**src/hw/mrr_pkg.sv**
```systemverilog
// Constants shared by the measurement result register bank
package mrr_pkg;
    // Register indices; byte address is four times the index
    localparam logic [9:0] IDX_CELL8 = 10'h04e;
    localparam logic [9:0] IDX_CELL9 = 10'h04f;
    localparam logic [9:0] IDX_CELL10 = 10'h050;
    localparam logic [9:0] IDX_CELL11 = 10'h051;
    localparam logic [9:0] IDX_CELL12 = 10'h052;
    localparam logic [9:0] IDX_CELL13 = 10'h053;
    localparam logic [9:0] IDX_CELL14 = 10'h054;
    localparam logic [9:0] IDX_STACK = 10'h055;
    localparam logic [9:0] IDX_SUM = 10'h056;
    localparam logic [9:0] IDX_DIAG_A = 10'h057;
    localparam logic [9:0] IDX_DIAG_B = 10'h058;
    localparam logic [9:0] IDX_AUX0 = 10'h059;
    localparam logic [9:0] IDX_AUX1 = 10'h05a;
    localparam logic [9:0] IDX_FIRST = IDX_CELL8;
    localparam logic [9:0] IDX_LAST = IDX_AUX1;
    // Control registers
    localparam logic [9:0] IDX_MEAS_EN = 10'h070;
    localparam logic [9:0] IDX_CTRL = 10'h071;
    localparam logic [9:0] IDX_DIAG_CFG = 10'h072;
    localparam logic [9:0] IDX_POLARITY = 10'h073;
    // Storage slots (index minus IDX_FIRST)
    localparam int SLOTS = 13;
    localparam logic [3:0] SLOT_STACK = 4'h7;
    localparam logic [3:0] SLOT_SUM = 4'h8;
    localparam logic [3:0] SLOT_DIAG_A = 4'h9;
    localparam logic [3:0] SLOT_DIAG_B = 4'ha;
    localparam logic [3:0] SLOT_AUX0 = 4'hb;
    localparam logic [3:0] SLOT_AUX1 = 4'hc;
    // Conversion channel codes from the scan engine
    localparam logic [4:0] CH_CURRENT = 5'h00;
    localparam logic [4:0] CH_CELL1 = 5'h01;
    localparam logic [4:0] CH_CELL8 = 5'h08;
    localparam logic [4:0] CH_CELL14 = 5'h0e;
    localparam logic [4:0] CH_STACK = 5'h0f;
    localparam logic [4:0] CH_DIAG_A = 5'h10;
    localparam logic [4:0] CH_DIAG_B = 5'h11;
    localparam logic [4:0] CH_AUX0 = 5'h12;
    localparam logic [4:0] CH_AUX1 = 5'h13;
    // Control register fields
    localparam int CTRL_STACK_EN = 0;
    localparam int CTRL_AUX0_EN = 1;
    localparam int CTRL_AUX1_EN = 2;
    localparam int CTRL_FILT_SEL = 3;
    localparam int CTRL_AUX0_ANALOG = 4;
    localparam int CTRL_AUX1_ANALOG = 5;
    localparam int CTRL_AUX0_ABS = 6;
    localparam int CTRL_AUX1_ABS = 7;
    localparam int DIAG_A_LSB = 0;
    localparam int DIAG_B_LSB = 4;
    // Results sit in bits 15:2
    localparam int RES_LSB = 2;
    localparam logic [13:0] BIPOLAR_ZERO = 14'h2000;
    localparam logic [15:0] SUM_MAX = 16'hffff;
    localparam logic [15:0] RESET_VAL = 16'h0000;
endpackage

```
**src/hw/mrr_result_bank.sv**
```systemverilog
// Measurement result register bank with APB slave and enabled-cell sum
// What this block does
// - Cell results held as 14-bit codes in bits 15:2, bits 1:0 zero
// - Cell codes span a 5 V input range
// - Disabled, skipped cell keeps data; readback picks filtered or raw
// - Stack voltage held as 14-bit code in bits 15:2, 65 V span
// - Disabled, skipped stack measurement keeps data; readback per filter select
// - 16-bit sum of only the cells enabled in the latest scan
// - Sum is unipolar with 1.22 mV per bit, 0 to 80 V
// - Stale results of disabled cells stay stored but are not summed
// - Each cell is summed per its own unipolar or bipolar format
// - Current-sense result never enters the sum
// - A negative sum is clipped to zero
// - Diagnostic A result stored as 14-bit code in bits 15:2
// - Diagnostic B result stored as 14-bit code in bits 15:2
// - Auxiliary results are 14-bit codes in bits 15:2, ratiometric or absolute
// - Auxiliary pin not set as analog input reads back zero
// - Configured but disabled, skipped auxiliary keeps previous result
// - Polarity bit clear means unipolar 0..5 V, set means bipolar +-2.5 V
module mrr_result_bank (
    input wire logic sys_clk,
    input wire logic sys_rst,
    input wire logic psel,
    input wire logic penable,
    input wire logic pwrite,
    input wire logic [11:0] paddr,
    input wire logic [31:0] pwdata,
    output logic [31:0] prdata,
    output logic pready,
    output logic pslverr,
    input wire logic scanStart,
    input wire logic scanDone,
    input wire logic convValid,
    input wire logic [4:0] convChannel,
    input wire logic [13:0] convRaw,
    input wire logic [13:0] convFiltered,
    output logic [13:0] cellMeasureEnable,
    output logic stackMeasureEnable,
    output logic [1:0] auxiliaryMeasureEnable,
    output logic [13:0] cellPolarity,
    output logic [2:0] diagnosticSelectorA,
    output logic [2:0] diagnosticSelectorB,
    output logic [1:0] auxiliaryAbsoluteRef
);
    logic [13:0] rawStore_r [mrr_pkg::SLOTS];
    logic [13:0] filtStore_r [mrr_pkg::SLOTS];
    logic [13:0] measEn_r;
    logic [7:0] ctrl_r;
    logic [7:0] diagnostic_config_r;
    logic [13:0] polarity_r;
    logic signed [19:0] sumAcc_r;
    logic [15:0] sumResult_r;
    logic [31:0] prdata_r;
    logic pready_r;
    logic pslverr_r;
    logic [9:0] regIdx;
    logic aligned;
    logic accessDone;
    logic [3:0] convSlot;
    logic convStores;
    logic convIsCell;
    logic convCellEnabled;
    logic [31:0] readData;
    logic readHit;

    // Maps a conversion channel to its storage slot
    function automatic logic [3:0] slot_of(input logic [4:0] ch);
        logic [3:0] s;
        s = 4'h0;
        if (ch >= mrr_pkg::CH_CELL8 && ch <= mrr_pkg::CH_CELL14) begin
            s = 4'(ch - mrr_pkg::CH_CELL8);
        end else if (ch == mrr_pkg::CH_STACK) begin
            s = mrr_pkg::SLOT_STACK;
        end else if (ch == mrr_pkg::CH_DIAG_A) begin
            s = mrr_pkg::SLOT_DIAG_A;
        end else if (ch == mrr_pkg::CH_DIAG_B) begin
            s = mrr_pkg::SLOT_DIAG_B;
        end else if (ch == mrr_pkg::CH_AUX0) begin
            s = mrr_pkg::SLOT_AUX0;
        end else if (ch == mrr_pkg::CH_AUX1) begin
            s = mrr_pkg::SLOT_AUX1;
        end
        return s;
    endfunction

    // Converts a 14-bit cell code to sum units; one sum bit is four code steps
    function automatic logic signed [19:0] sum_term(input logic [13:0] code,
                                                     input logic bipolar);
        logic signed [14:0] diff;
        logic signed [19:0] t;
        diff = $signed({1'b0, code}) - $signed({1'b0, mrr_pkg::BIPOLAR_ZERO});
        if (bipolar) begin
            t = {{7{diff[14]}}, diff[14:2]};
        end else begin
            t = {8'h00, code[13:2]};
        end
        return t;
    endfunction

    assign regIdx = paddr[11:2];
    assign aligned = (paddr[1:0] == 2'b00);
    assign accessDone = psel && penable && pready_r;
    assign convSlot = slot_of(convChannel);
    assign convIsCell = (convChannel >= mrr_pkg::CH_CELL1) && (convChannel <= mrr_pkg::CH_CELL14);
    assign convCellEnabled = convIsCell && measEn_r[4'(convChannel - mrr_pkg::CH_CELL1)];

    // Only enabled cell, stack and aux channels and both diagnostics overwrite storage; skipped ones keep old data
    always_comb begin
        convStores = 1'b0;
        if (convValid) begin
            if (convChannel >= mrr_pkg::CH_CELL8 && convChannel <= mrr_pkg::CH_CELL14) begin
                convStores = convCellEnabled;
            end else if (convChannel == mrr_pkg::CH_STACK) begin
                convStores = ctrl_r[mrr_pkg::CTRL_STACK_EN];
            end else if (convChannel == mrr_pkg::CH_DIAG_A || convChannel == mrr_pkg::CH_DIAG_B) begin
                convStores = 1'b1;
            end else if (convChannel == mrr_pkg::CH_AUX0) begin
                convStores = ctrl_r[mrr_pkg::CTRL_AUX0_EN];
            end else if (convChannel == mrr_pkg::CH_AUX1) begin
                convStores = ctrl_r[mrr_pkg::CTRL_AUX1_EN];
            end
        end
    end

    // Result storage, written only by the scan engine
    always_ff @(posedge sys_clk or posedge sys_rst) begin
        if (sys_rst) begin
            for (int i = 0; i < mrr_pkg::SLOTS; i++) begin
                rawStore_r[i] <= 14'h0000;
                filtStore_r[i] <= 14'h0000;
            end
        end else if (convStores) begin
            rawStore_r[convSlot] <= convRaw;
            // Diagnostics have no filter path, so both copies hold the raw code
            if (convSlot == mrr_pkg::SLOT_DIAG_A || convSlot == mrr_pkg::SLOT_DIAG_B) begin
                filtStore_r[convSlot] <= convRaw;
            end else begin
                filtStore_r[convSlot] <= convFiltered;
            end
        end
    end

    // Sum accumulates per scan; a start in the same cycle as a conversion restarts at it
    always_ff @(posedge sys_clk or posedge sys_rst) begin
        if (sys_rst) begin
            sumAcc_r <= 20'sh00000;
        end else if (scanStart) begin
            if (convValid && convCellEnabled) begin
                sumAcc_r <= sum_term(convRaw, polarity_r[4'(convChannel - mrr_pkg::CH_CELL1)]);
            end else begin
                sumAcc_r <= 20'sh00000;
            end
        end else if (convValid && convCellEnabled) begin
            // Current sense and non-cell channels fail convCellEnabled
            sumAcc_r <= sumAcc_r + sum_term(convRaw, polarity_r[4'(convChannel - mrr_pkg::CH_CELL1)]);
        end
    end

    // Published at scan end so a read never sees a partial sum
    always_ff @(posedge sys_clk or posedge sys_rst) begin
        if (sys_rst) begin
            sumResult_r <= mrr_pkg::RESET_VAL;
        end else if (scanDone) begin
            if (sumAcc_r < 0) begin
                sumResult_r <= 16'h0000;
            end else if (sumAcc_r > $signed({4'h0, mrr_pkg::SUM_MAX})) begin
                sumResult_r <= mrr_pkg::SUM_MAX;
            end else begin
                sumResult_r <= sumAcc_r[15:0];
            end
        end
    end

    // Control registers, written on the completing access edge
    always_ff @(posedge sys_clk or posedge sys_rst) begin
        if (sys_rst) begin
            measEn_r <= 14'h0000;
            ctrl_r <= 8'h00;
            diagnostic_config_r <= 8'h00;
            polarity_r <= 14'h0000;
        end else if (accessDone && pwrite && aligned) begin
            if (regIdx == mrr_pkg::IDX_MEAS_EN) begin
                measEn_r <= pwdata[13:0];
            end else if (regIdx == mrr_pkg::IDX_CTRL) begin
                ctrl_r <= pwdata[7:0];
            end else if (regIdx == mrr_pkg::IDX_DIAG_CFG) begin
                diagnostic_config_r <= {1'b0, pwdata[6:4], 1'b0, pwdata[2:0]};
            end else if (regIdx == mrr_pkg::IDX_POLARITY) begin
                polarity_r <= pwdata[13:0];
            end
        end
    end

    // Read decode
    always_comb begin
        logic [3:0] s;
        logic [13:0] code;
        s = 4'(regIdx - mrr_pkg::IDX_FIRST);
        code = 14'h0000;
        readData = 32'h00000000;
        readHit = 1'b1;
        if (!aligned) begin
            readHit = 1'b0;
        end else if (regIdx == mrr_pkg::IDX_SUM) begin
            readData = {16'h0000, sumResult_r};
        end else if (regIdx >= mrr_pkg::IDX_FIRST && regIdx <= mrr_pkg::IDX_LAST) begin
            code = ctrl_r[mrr_pkg::CTRL_FILT_SEL] ? filtStore_r[s] : rawStore_r[s];
            if (s == mrr_pkg::SLOT_AUX0 && !ctrl_r[mrr_pkg::CTRL_AUX0_ANALOG]) begin
                code = 14'h0000;
            end else if (s == mrr_pkg::SLOT_AUX1 && !ctrl_r[mrr_pkg::CTRL_AUX1_ANALOG]) begin
                code = 14'h0000;
            end
            readData = {16'h0000, code, 2'b00};
        end else if (regIdx == mrr_pkg::IDX_MEAS_EN) begin
            readData = {18'h00000, measEn_r};
        end else if (regIdx == mrr_pkg::IDX_CTRL) begin
            readData = {24'h000000, ctrl_r};
        end else if (regIdx == mrr_pkg::IDX_DIAG_CFG) begin
            readData = {24'h000000, diagnostic_config_r};
        end else if (regIdx == mrr_pkg::IDX_POLARITY) begin
            readData = {18'h00000, polarity_r};
        end else begin
            readHit = 1'b0;
        end
    end

    // One wait-free answer: data and ready are set up during the setup phase
    always_ff @(posedge sys_clk or posedge sys_rst) begin
        if (sys_rst) begin
            pready_r <= 1'b0;
            pslverr_r <= 1'b0;
            prdata_r <= 32'h00000000;
        end else if (psel && !penable) begin
            pready_r <= 1'b1;
            pslverr_r <= !readHit;
            // Writes to result registers are dropped silently
            prdata_r <= pwrite ? 32'h00000000 : readData;
        end else begin
            pready_r <= 1'b0;
            pslverr_r <= 1'b0;
            prdata_r <= 32'h00000000;
        end
    end

    assign prdata = prdata_r;
    assign pready = pready_r;
    assign pslverr = pslverr_r;
    assign cellMeasureEnable = measEn_r;
    assign stackMeasureEnable = ctrl_r[mrr_pkg::CTRL_STACK_EN];
    assign auxiliaryMeasureEnable = {ctrl_r[mrr_pkg::CTRL_AUX1_EN], ctrl_r[mrr_pkg::CTRL_AUX0_EN]};
    assign cellPolarity = polarity_r;
    assign diagnosticSelectorA = diagnostic_config_r[mrr_pkg::DIAG_A_LSB +: 3];
    assign diagnosticSelectorB = diagnostic_config_r[mrr_pkg::DIAG_B_LSB +: 3];
    // Scale choice for the aux converter reference; stored codes are unaffected
    assign auxiliaryAbsoluteRef = {ctrl_r[mrr_pkg::CTRL_AUX1_ABS], ctrl_r[mrr_pkg::CTRL_AUX0_ABS]};
endmodule // mrr_result_bank

```
**config.mk**
```make
export PLATFORM = sky130hd
export DESIGN_NAME = mrr_result_bank
export DESIGN_NICKNAME = d
export VERILOG_FILES = /design/src/hw/mrr_pkg.sv /design/src/hw/mrr_result_bank.sv
export SDC_FILE = /design/constraint.sdc
export NUM_CORES = 1
export LEC_CHECK = 0
export BUFFER_PORTS_ARGS = -buffer_cell sky130_fd_sc_hd__buf_4
export CAP_MARGIN = 10
export CORE_MARGIN = 2
export CORE_UTILIZATION = 30
export CTS_CLUSTER_DIAMETER = 80
export CTS_CLUSTER_SIZE = 20
export DETAILED_ROUTE_END_ITERATION = 6
export GPL_ROUTABILITY_DRIVEN = 1
export MAX_ROUTING_LAYER = met4
export PLACE_DENSITY = 0.45
export SETUP_SLACK_MARGIN = 0.5
export SYNTH_ARGS = -nofsm -noshare
export SYNTH_HDL_FRONTEND = slang
export SYNTH_SLANG_ARGS = --single-unit
```
**constraint.sdc**
```tcl
create_clock -name sys_clk -period 32.6 [get_ports sys_clk]
set_input_delay 4.89 -clock sys_clk [delete_from_list [all_inputs] [get_ports sys_clk]]
set_output_delay 4.89 -clock sys_clk [all_outputs]
set_load 0.01 [all_outputs]
```
==> results.sh, run 1 <==
export IMPL_setup_viol=0
export IMPL_timing_hold_ws_ns=0.378
export IMPL_rows=100
export IMPL_port_buffers=123
export IMPL_fp_dieArea_sq_um=76700
export IMPL_pin_count=158
export IMPL_fmax_mhz=116
export IMPL_slew_limit_headroom_pct=29.6
export IMPL_min_period_ns=8.61
export IMPL_postCtsSetupBuffers=0
export IMPL_power_density_nw_per_um2=52.7
export IMPL_dpl_hpwl_um=40300
export IMPL_fin_cells=2824
export IMPL_cts_hold_buf=0
export IMPL_peakVddDrop_mv=0.0448
export IMPL_antenna_cells=0
export IMPL_rsz0062_at_grt="no"
export IMPL_multi_input_area_sq_um=10100
export IMPL_fp_dieH_um=277
export IMPL_numCtsBuffers=31
export IMPL_period_share_pct=26.4
export IMPL_crit_required_ns=33.14
export IMPL_netlist_area_sq_um=22300
export IMPL_tritoncts="yes"
export IMPL_layout_common_cells="460 x dfrtp_1, 309 x mux2_2, 174 x nor2_1"
export IMPL_drive_gt1_share_pct=33.9
export IMPL_nets=1950
export IMPL_yosysTopAreaCellShare_pct=51.5
export IMPL_grt_total_usage_pct=17.1
export IMPL_synth_edf_count=0
export IMPL_grt_max_degree=172
export IMPL_crit_arrival_ns=9.15
export IMPL_cts_resized=0
export IMPL_async_flop_share_pct=100
export IMPL_drv_slew=0
export IMPL_route_detailed_drc=0
export IMPL_root_buffer="clkbuf_16"
export IMPL_drtAntennaViolNets=0
export IMPL_syn_inst=1820
export IMPL_synth_seq_cells=460
export IMPL_clockBufferDepth=3
export IMPL_cts_sinks=460
export IMPL_status="finished, final reports clean"
export IMPL_yosysWarnings=0
export IMPL_layout_commonest_cell="dfrtp_1"
export IMPL_critPathLaunchType="input port"
export IMPL_post_drt_wl_per_cell_um=22.5
export IMPL_die_w_um=277
export IMPL_regArea_sq_um=11500
export IMPL_pre_cts_ws_ns=23.42
export IMPL_initial_core_util_pct=30.2
export IMPL_synth_area_leaders="dfrtp_1 52%, mux2_2 16%, mux4_2 9.7%"
export IMPL_drv_cap=0
export IMPL_ys_types=71
export IMPL_setup_ws_ns=23.99
export IMPL_cp_max_fo=13
export IMPL_place_gp_congestion=0.821
export IMPL_yosysTopAreaCell="dfrtp_1"
export IMPL_path_clk_slew_ns=0.09
export IMPL_fillers=7436
export IMPL_end_kind="register"
export IMPL_core_sq_um=74100
export IMPL_synth_seq_area_share_pct=51.5
export IMPL_synthFlopType="dfrtp_1"
export IMPL_clk_latency_ns=0.62
export IMPL_htree_levels=1
export IMPL_firstDrtPassIters=5
export IMPL_clock_skew_ns=0.0267
export IMPL_worst_pin_slew_ns=1.05
export IMPL_synthToLayoutAreaGrowth_pct=12.0
export IMPL_finalSetupTns_ns=0
export IMPL_grt_overflow_total=0
export IMPL_grt_antenna_before_repair=2
export IMPL_avgSynthCellArea_sq_um=12.3
export IMPL_hold_class="register to register"
export IMPL_finalHoldViolCount=0
export IMPL_path_class="input port to register"
export IMPL_grt_pass1_wl_um=97600
export IMPL_viasPerCell=5.16
export IMPL_grt_pass1_vias=14957
export IMPL_vias=14569
export IMPL_post_place_cells=2772
export IMPL_p_leak_nw=11.3
export IMPL_drt_iter0_markers=891
export IMPL_routed_wl_um=63700
## critical path, cell delays in order
cell,delay (ns)
buf_4,0.23
inv_1,0.20
ha_1,0.58
mux4_2,0.40
mux2i_1,0.28
a21oi_1,0.17
ha_1,0.38
ha_1,0.38
a21o_1,0.19
a21o_1,0.23
nor3_1,0.14
a21oi_1,0.13
o41ai_1,0.45
o21ai_0,0.21
o21bai_1,0.19
nand3_1,0.09
## cell usage after synthesis, types with 4 or more instances
cell type and n:
nand3_1 13, nor4_2 5, xnor2_1 6, a31oi_1 4, nand4_1 7, nor2_1 176
nand2_1 117, o21ai_0 50, mux2i_1 10, ha_1 27, and3_1 6, buf_2 37
a32oi_1 13, a211oi_1 12, and2_1 13, mux4_2 96, nor3_1 15, clkbuf_1 109
a21o_1 4, mux2_2 309, a22oi_1 32, nor4_1 4, nand2b_1 6, a221oi_1 11
nor2b_1 10, dfrtp_1 460, buf_4 24, a21oi_1 139, inv_1 20, buf_1 11
xor2_1 4, o21bai_1 4
## cell families (layout without fill, tap and decap cells)
family | count (synthesis) | in the layout | synth area share [%]
adders and majority gates | 28 | 28 | 1.60
xor gates and xnor gates | 11 | 11 | 0.515
buffers and inverters | 203 | 223 | 4.09
muxes | 417 | 417 | 25.8
DFF | 460 | 460 | 51.5
other | 1 | 16 | 0.0168
and+or+nand+nor | 400 | 400 | 8.23
AOI/OAI and AO/OA | 300 | 300 | 8.20
## sequential cells by signal, indices dropped and copies added, names as in the netlist
signal / flops
filtStore_r: 182
pslverr: 1
sumResult_r: 16
cellPolarity: 14
diagnostic_config_r: 6
pready: 1
rawStore_r: 182
cellMeasureEnable: 14
ctrl_r: 8
sumAcc_r: 20
prdata: 16
## path summary, 6_finish.rpt
path / from / to / slack, ns / depth (start not counted)
setup reg to reg: cellPolarity[4] / sumAcc_r[19] / 28.73 / 13
hold reg to reg: rawStore_r[64] / rawStore_r[64] / 0.38 / 0
hold / removal: rawStore_r[64] / rawStore_r[64] / 0.38 / 0
max in group asynchronous: sys_rst / filtStore_r[114] / 26.05 / 4
min in group asynchronous: sys_rst / rawStore_r[40] / 4.32 / 2
setup / recovery: convChannel[0] / sumAcc_r[19] / 23.99 / 16
## cell type report
cell class	instances	share of cell area (%)
timing repair buffer	152	4.67
multi-input combinational	1172	40.2
clock buffer	36	3.25
sequential	460	46.0
tap	969	4.84
clock inverter	15	0.680
inverter	20	0.330
## power by group
group / switching [mW] / internal (mW) / leakage, nW
sequential: 0.0424 / 0.651 / 6.14
combinational: 0.107 / 0.111 / 4.73
clock: 0.218 / 0.191 / 0.476
## metrics by stage
stage	utilization (%)	area (sq um)	power (mW)
after floorplan	-	22400	0.860
after global placement	32.4	24000	0.915
after detailed placement	32.4	24000	0.925
after CTS	33.8	25000	1.34
after global routing	33.8	25000	1.39
final	33.8	25000	1.32
## per-layer routing
layer | GRT usage [%] | wire length [um]
met4 | 3.66 | 1470
met5 | - | 0
met1 | 24.1 | 30500
met2 | 26.3 | 29500
met3 | 2.21 | 2260
No activity file was read; power rests on OpenSTA's default activity.
==> inputs of run 2 (changes only) <==
Clock period 32.6 ns to 8.72 ns, I/O delays scaled along.
==> run 2 against run 1 <==
Worst hold slack got worse by 0.0025 ns. Register-to-register slack got worse by 24 ns. Routed wire length up 0.94%. Critical path type unchanged. Worst setup slack worse by 20 ns. Sequential cell count unchanged.
==> results.sh, run 2 (synthesis results as in run 1) <==
export IMPL_status="finished, final reports clean"
export IMPL_synthToLayoutAreaGrowth_pct=12.0
export IMPL_drive_gt1_share_pct=33.7
export IMPL_vias=14627
export IMPL_reg_largest_list="filtStore_r: 182 flops, rawStore_r: 182 flops, sumAcc_r: 20 flops"
export IMPL_crit_arrival_ns=5.56
export IMPL_place_gp_congestion=0.818
export IMPL_initial_core_util_pct=30.2
export IMPL_cts_resized=0
export IMPL_grt_antenna_before_repair=1
export IMPL_reg2reg_slack_ns=4.80
export IMPL_final_core_util_pct=33.8
export IMPL_path_cells="buf_4, inv_1, ha_1, mux4_2, mux2i_1, a21oi_1, ha_1, ha_1, a21o_1, a21o_1, nor3_1, a21oi_1, o41ai_1, o21ai_0, o21bai_1, nand3_1"
export IMPL_firstDrtPassIters=5
export IMPL_drt_iter0_markers=980
export IMPL_clk_latency_ns=0.63
export IMPL_crit_required_ns=9.24
export IMPL_grtUsageMet1_pct=24.1
export IMPL_power_density_nw_per_um2=198
export IMPL_setup_viol=0
export IMPL_cts_hold_buf=0
export IMPL_power_mw=4.95
export IMPL_grt_use_met3_pct=1.79
export IMPL_grt_pass1_vias=15124
export IMPL_critical_path_top_delay_family="compound AO/OA/AOI/OAI gates"
export IMPL_fp_dieArea_sq_um=76700
export IMPL_timing_hold_ws_ns=0.376
export IMPL_routed_wl_um=64300
export IMPL_period_share_pct=57.7
export IMPL_clock_skew_ns=0.0417
export IMPL_route_detailed_drc=0
export IMPL_finalHoldViolCount=0
export IMPL_drv_cap=0
export IMPL_grt_overflow_total=0
export IMPL_slew_limit_headroom_pct=19.6
export IMPL_min_period_ns=5.03
export IMPL_hold_class="register to register"
export IMPL_nets=1951
export IMPL_die_w_um=277
export IMPL_grt_pass1_wl_um=98800
export IMPL_dpl_hpwl_um=40400
export IMPL_htree_levels=1
export IMPL_pin_count=158
export IMPL_layout_commonest_cell="dfrtp_1"
export IMPL_setup_ws_ns=3.69
export IMPL_worst_pin_slew_ns=1.20
export IMPL_pre_cts_ws_ns=3.12
export IMPL_layout_common_cells="460 x dfrtp_1, 309 x mux2_2, 174 x nor2_1"
export IMPL_slowest_stage="ha_1"
export IMPL_numCtsBuffers=31
export IMPL_path_class="input port to register"
export IMPL_rows=100
export IMPL_cp_max_fo=13
export IMPL_tritoncts="yes"
export IMPL_critPathMostFrequentCell="ha_1"
export IMPL_drv_slew=0
export IMPL_fmax_mhz=199
export IMPL_port_buffers=123
export IMPL_postCtsSetupBuffers=0
export IMPL_viasPerCell=5.19
export IMPL_path_buf_inv=2
export IMPL_grt_use_met2_pct=27.5
export IMPL_clockBufferDepth=3
export IMPL_grt_max_degree=171
export IMPL_critPathLaunchType="input port"
export IMPL_cp_slowest_stage_delay_ns=0.56
export IMPL_path_clk_slew_ns=0.08
export IMPL_drtAntennaViolNets=0
export IMPL_post_drt_wl_per_cell_um=22.8
export IMPL_fp_dieH_um=277
export IMPL_p_leak_nw=11.3
export IMPL_core_sq_um=74100
export IMPL_root_buffer="clkbuf_16"
export IMPL_peakVddDrop_mv=0.159
export IMPL_grt_total_usage_pct=17.3
export IMPL_grt_busiest_layer="met2"
export IMPL_cts_sinks=460
export IMPL_rsz0062_at_grt="no"
export IMPL_end_kind="register"
export IMPL_finalSetupTns_ns=0
==> run 2: cell types whose count changed in the layout (fill, tap and decap cells not counted), sizes merged <==
cell      change
buf           +1
inv           +1
diode         +1
clkinv        -4
clkinvlp      -2
clkbuf        -3
bufinv        +1
==> run 2: routing by layer <==
| metal | wire (um) | vias to the layer above |
|---|---|---|
| li1 | - | 6545 |
| met1 | 30100 | 7716 |
| met2 | 30600 | 296 |
| met3 | 2280 | 70 |
| met4 | 1320 | 0 |
| met5 | 0 | - |
==> run 2: path summary, 6_finish.rpt <==
check                           startpoint         endpoint  cells past startpoint
max                         convChannel[0]     sumAcc_r[19]                     16
min                         rawStore_r[57]   rawStore_r[57]                      0
max reg2reg                cellPolarity[4]     sumAcc_r[19]                     13
min reg2reg                 rawStore_r[57]   rawStore_r[57]                      0
max in group asynchronous          sys_rst        prdata[7]                      4
min in group asynchronous          sys_rst  rawStore_r[104]                      3
==> run 2: stage by stage <==
step	instances	cell area (sq um)
floorplan	1835	22400
global placement	2773	24000
detailed placement	2773	24000
CTS	2817	25000
global route	2818	25000
finish	2819	25000
==> run 2: final cells by class <==
class | count | area [sq um]
Fill cell | 7387 | 49000
Tap cell | 969 | 1210
Clock buffer | 33 | 783
Clock inverter | 11 | 183
Timing Repair Buffer | 153 | 1190
Multi-Input combinational cell | 1172 | 10100
Inverter | 20 | 78.8
Sequential cell | 460 | 11500
Antenna cell | 1 | 2.50
==> run 2: power by group <==
group          internal, mW  leakage [nW]  switching (mW)  total [mW]
Combinational         0.415          4.73           0.404       0.819
Clock                 0.726         0.470           0.813        1.54
Sequential             2.43          6.14           0.157        2.59
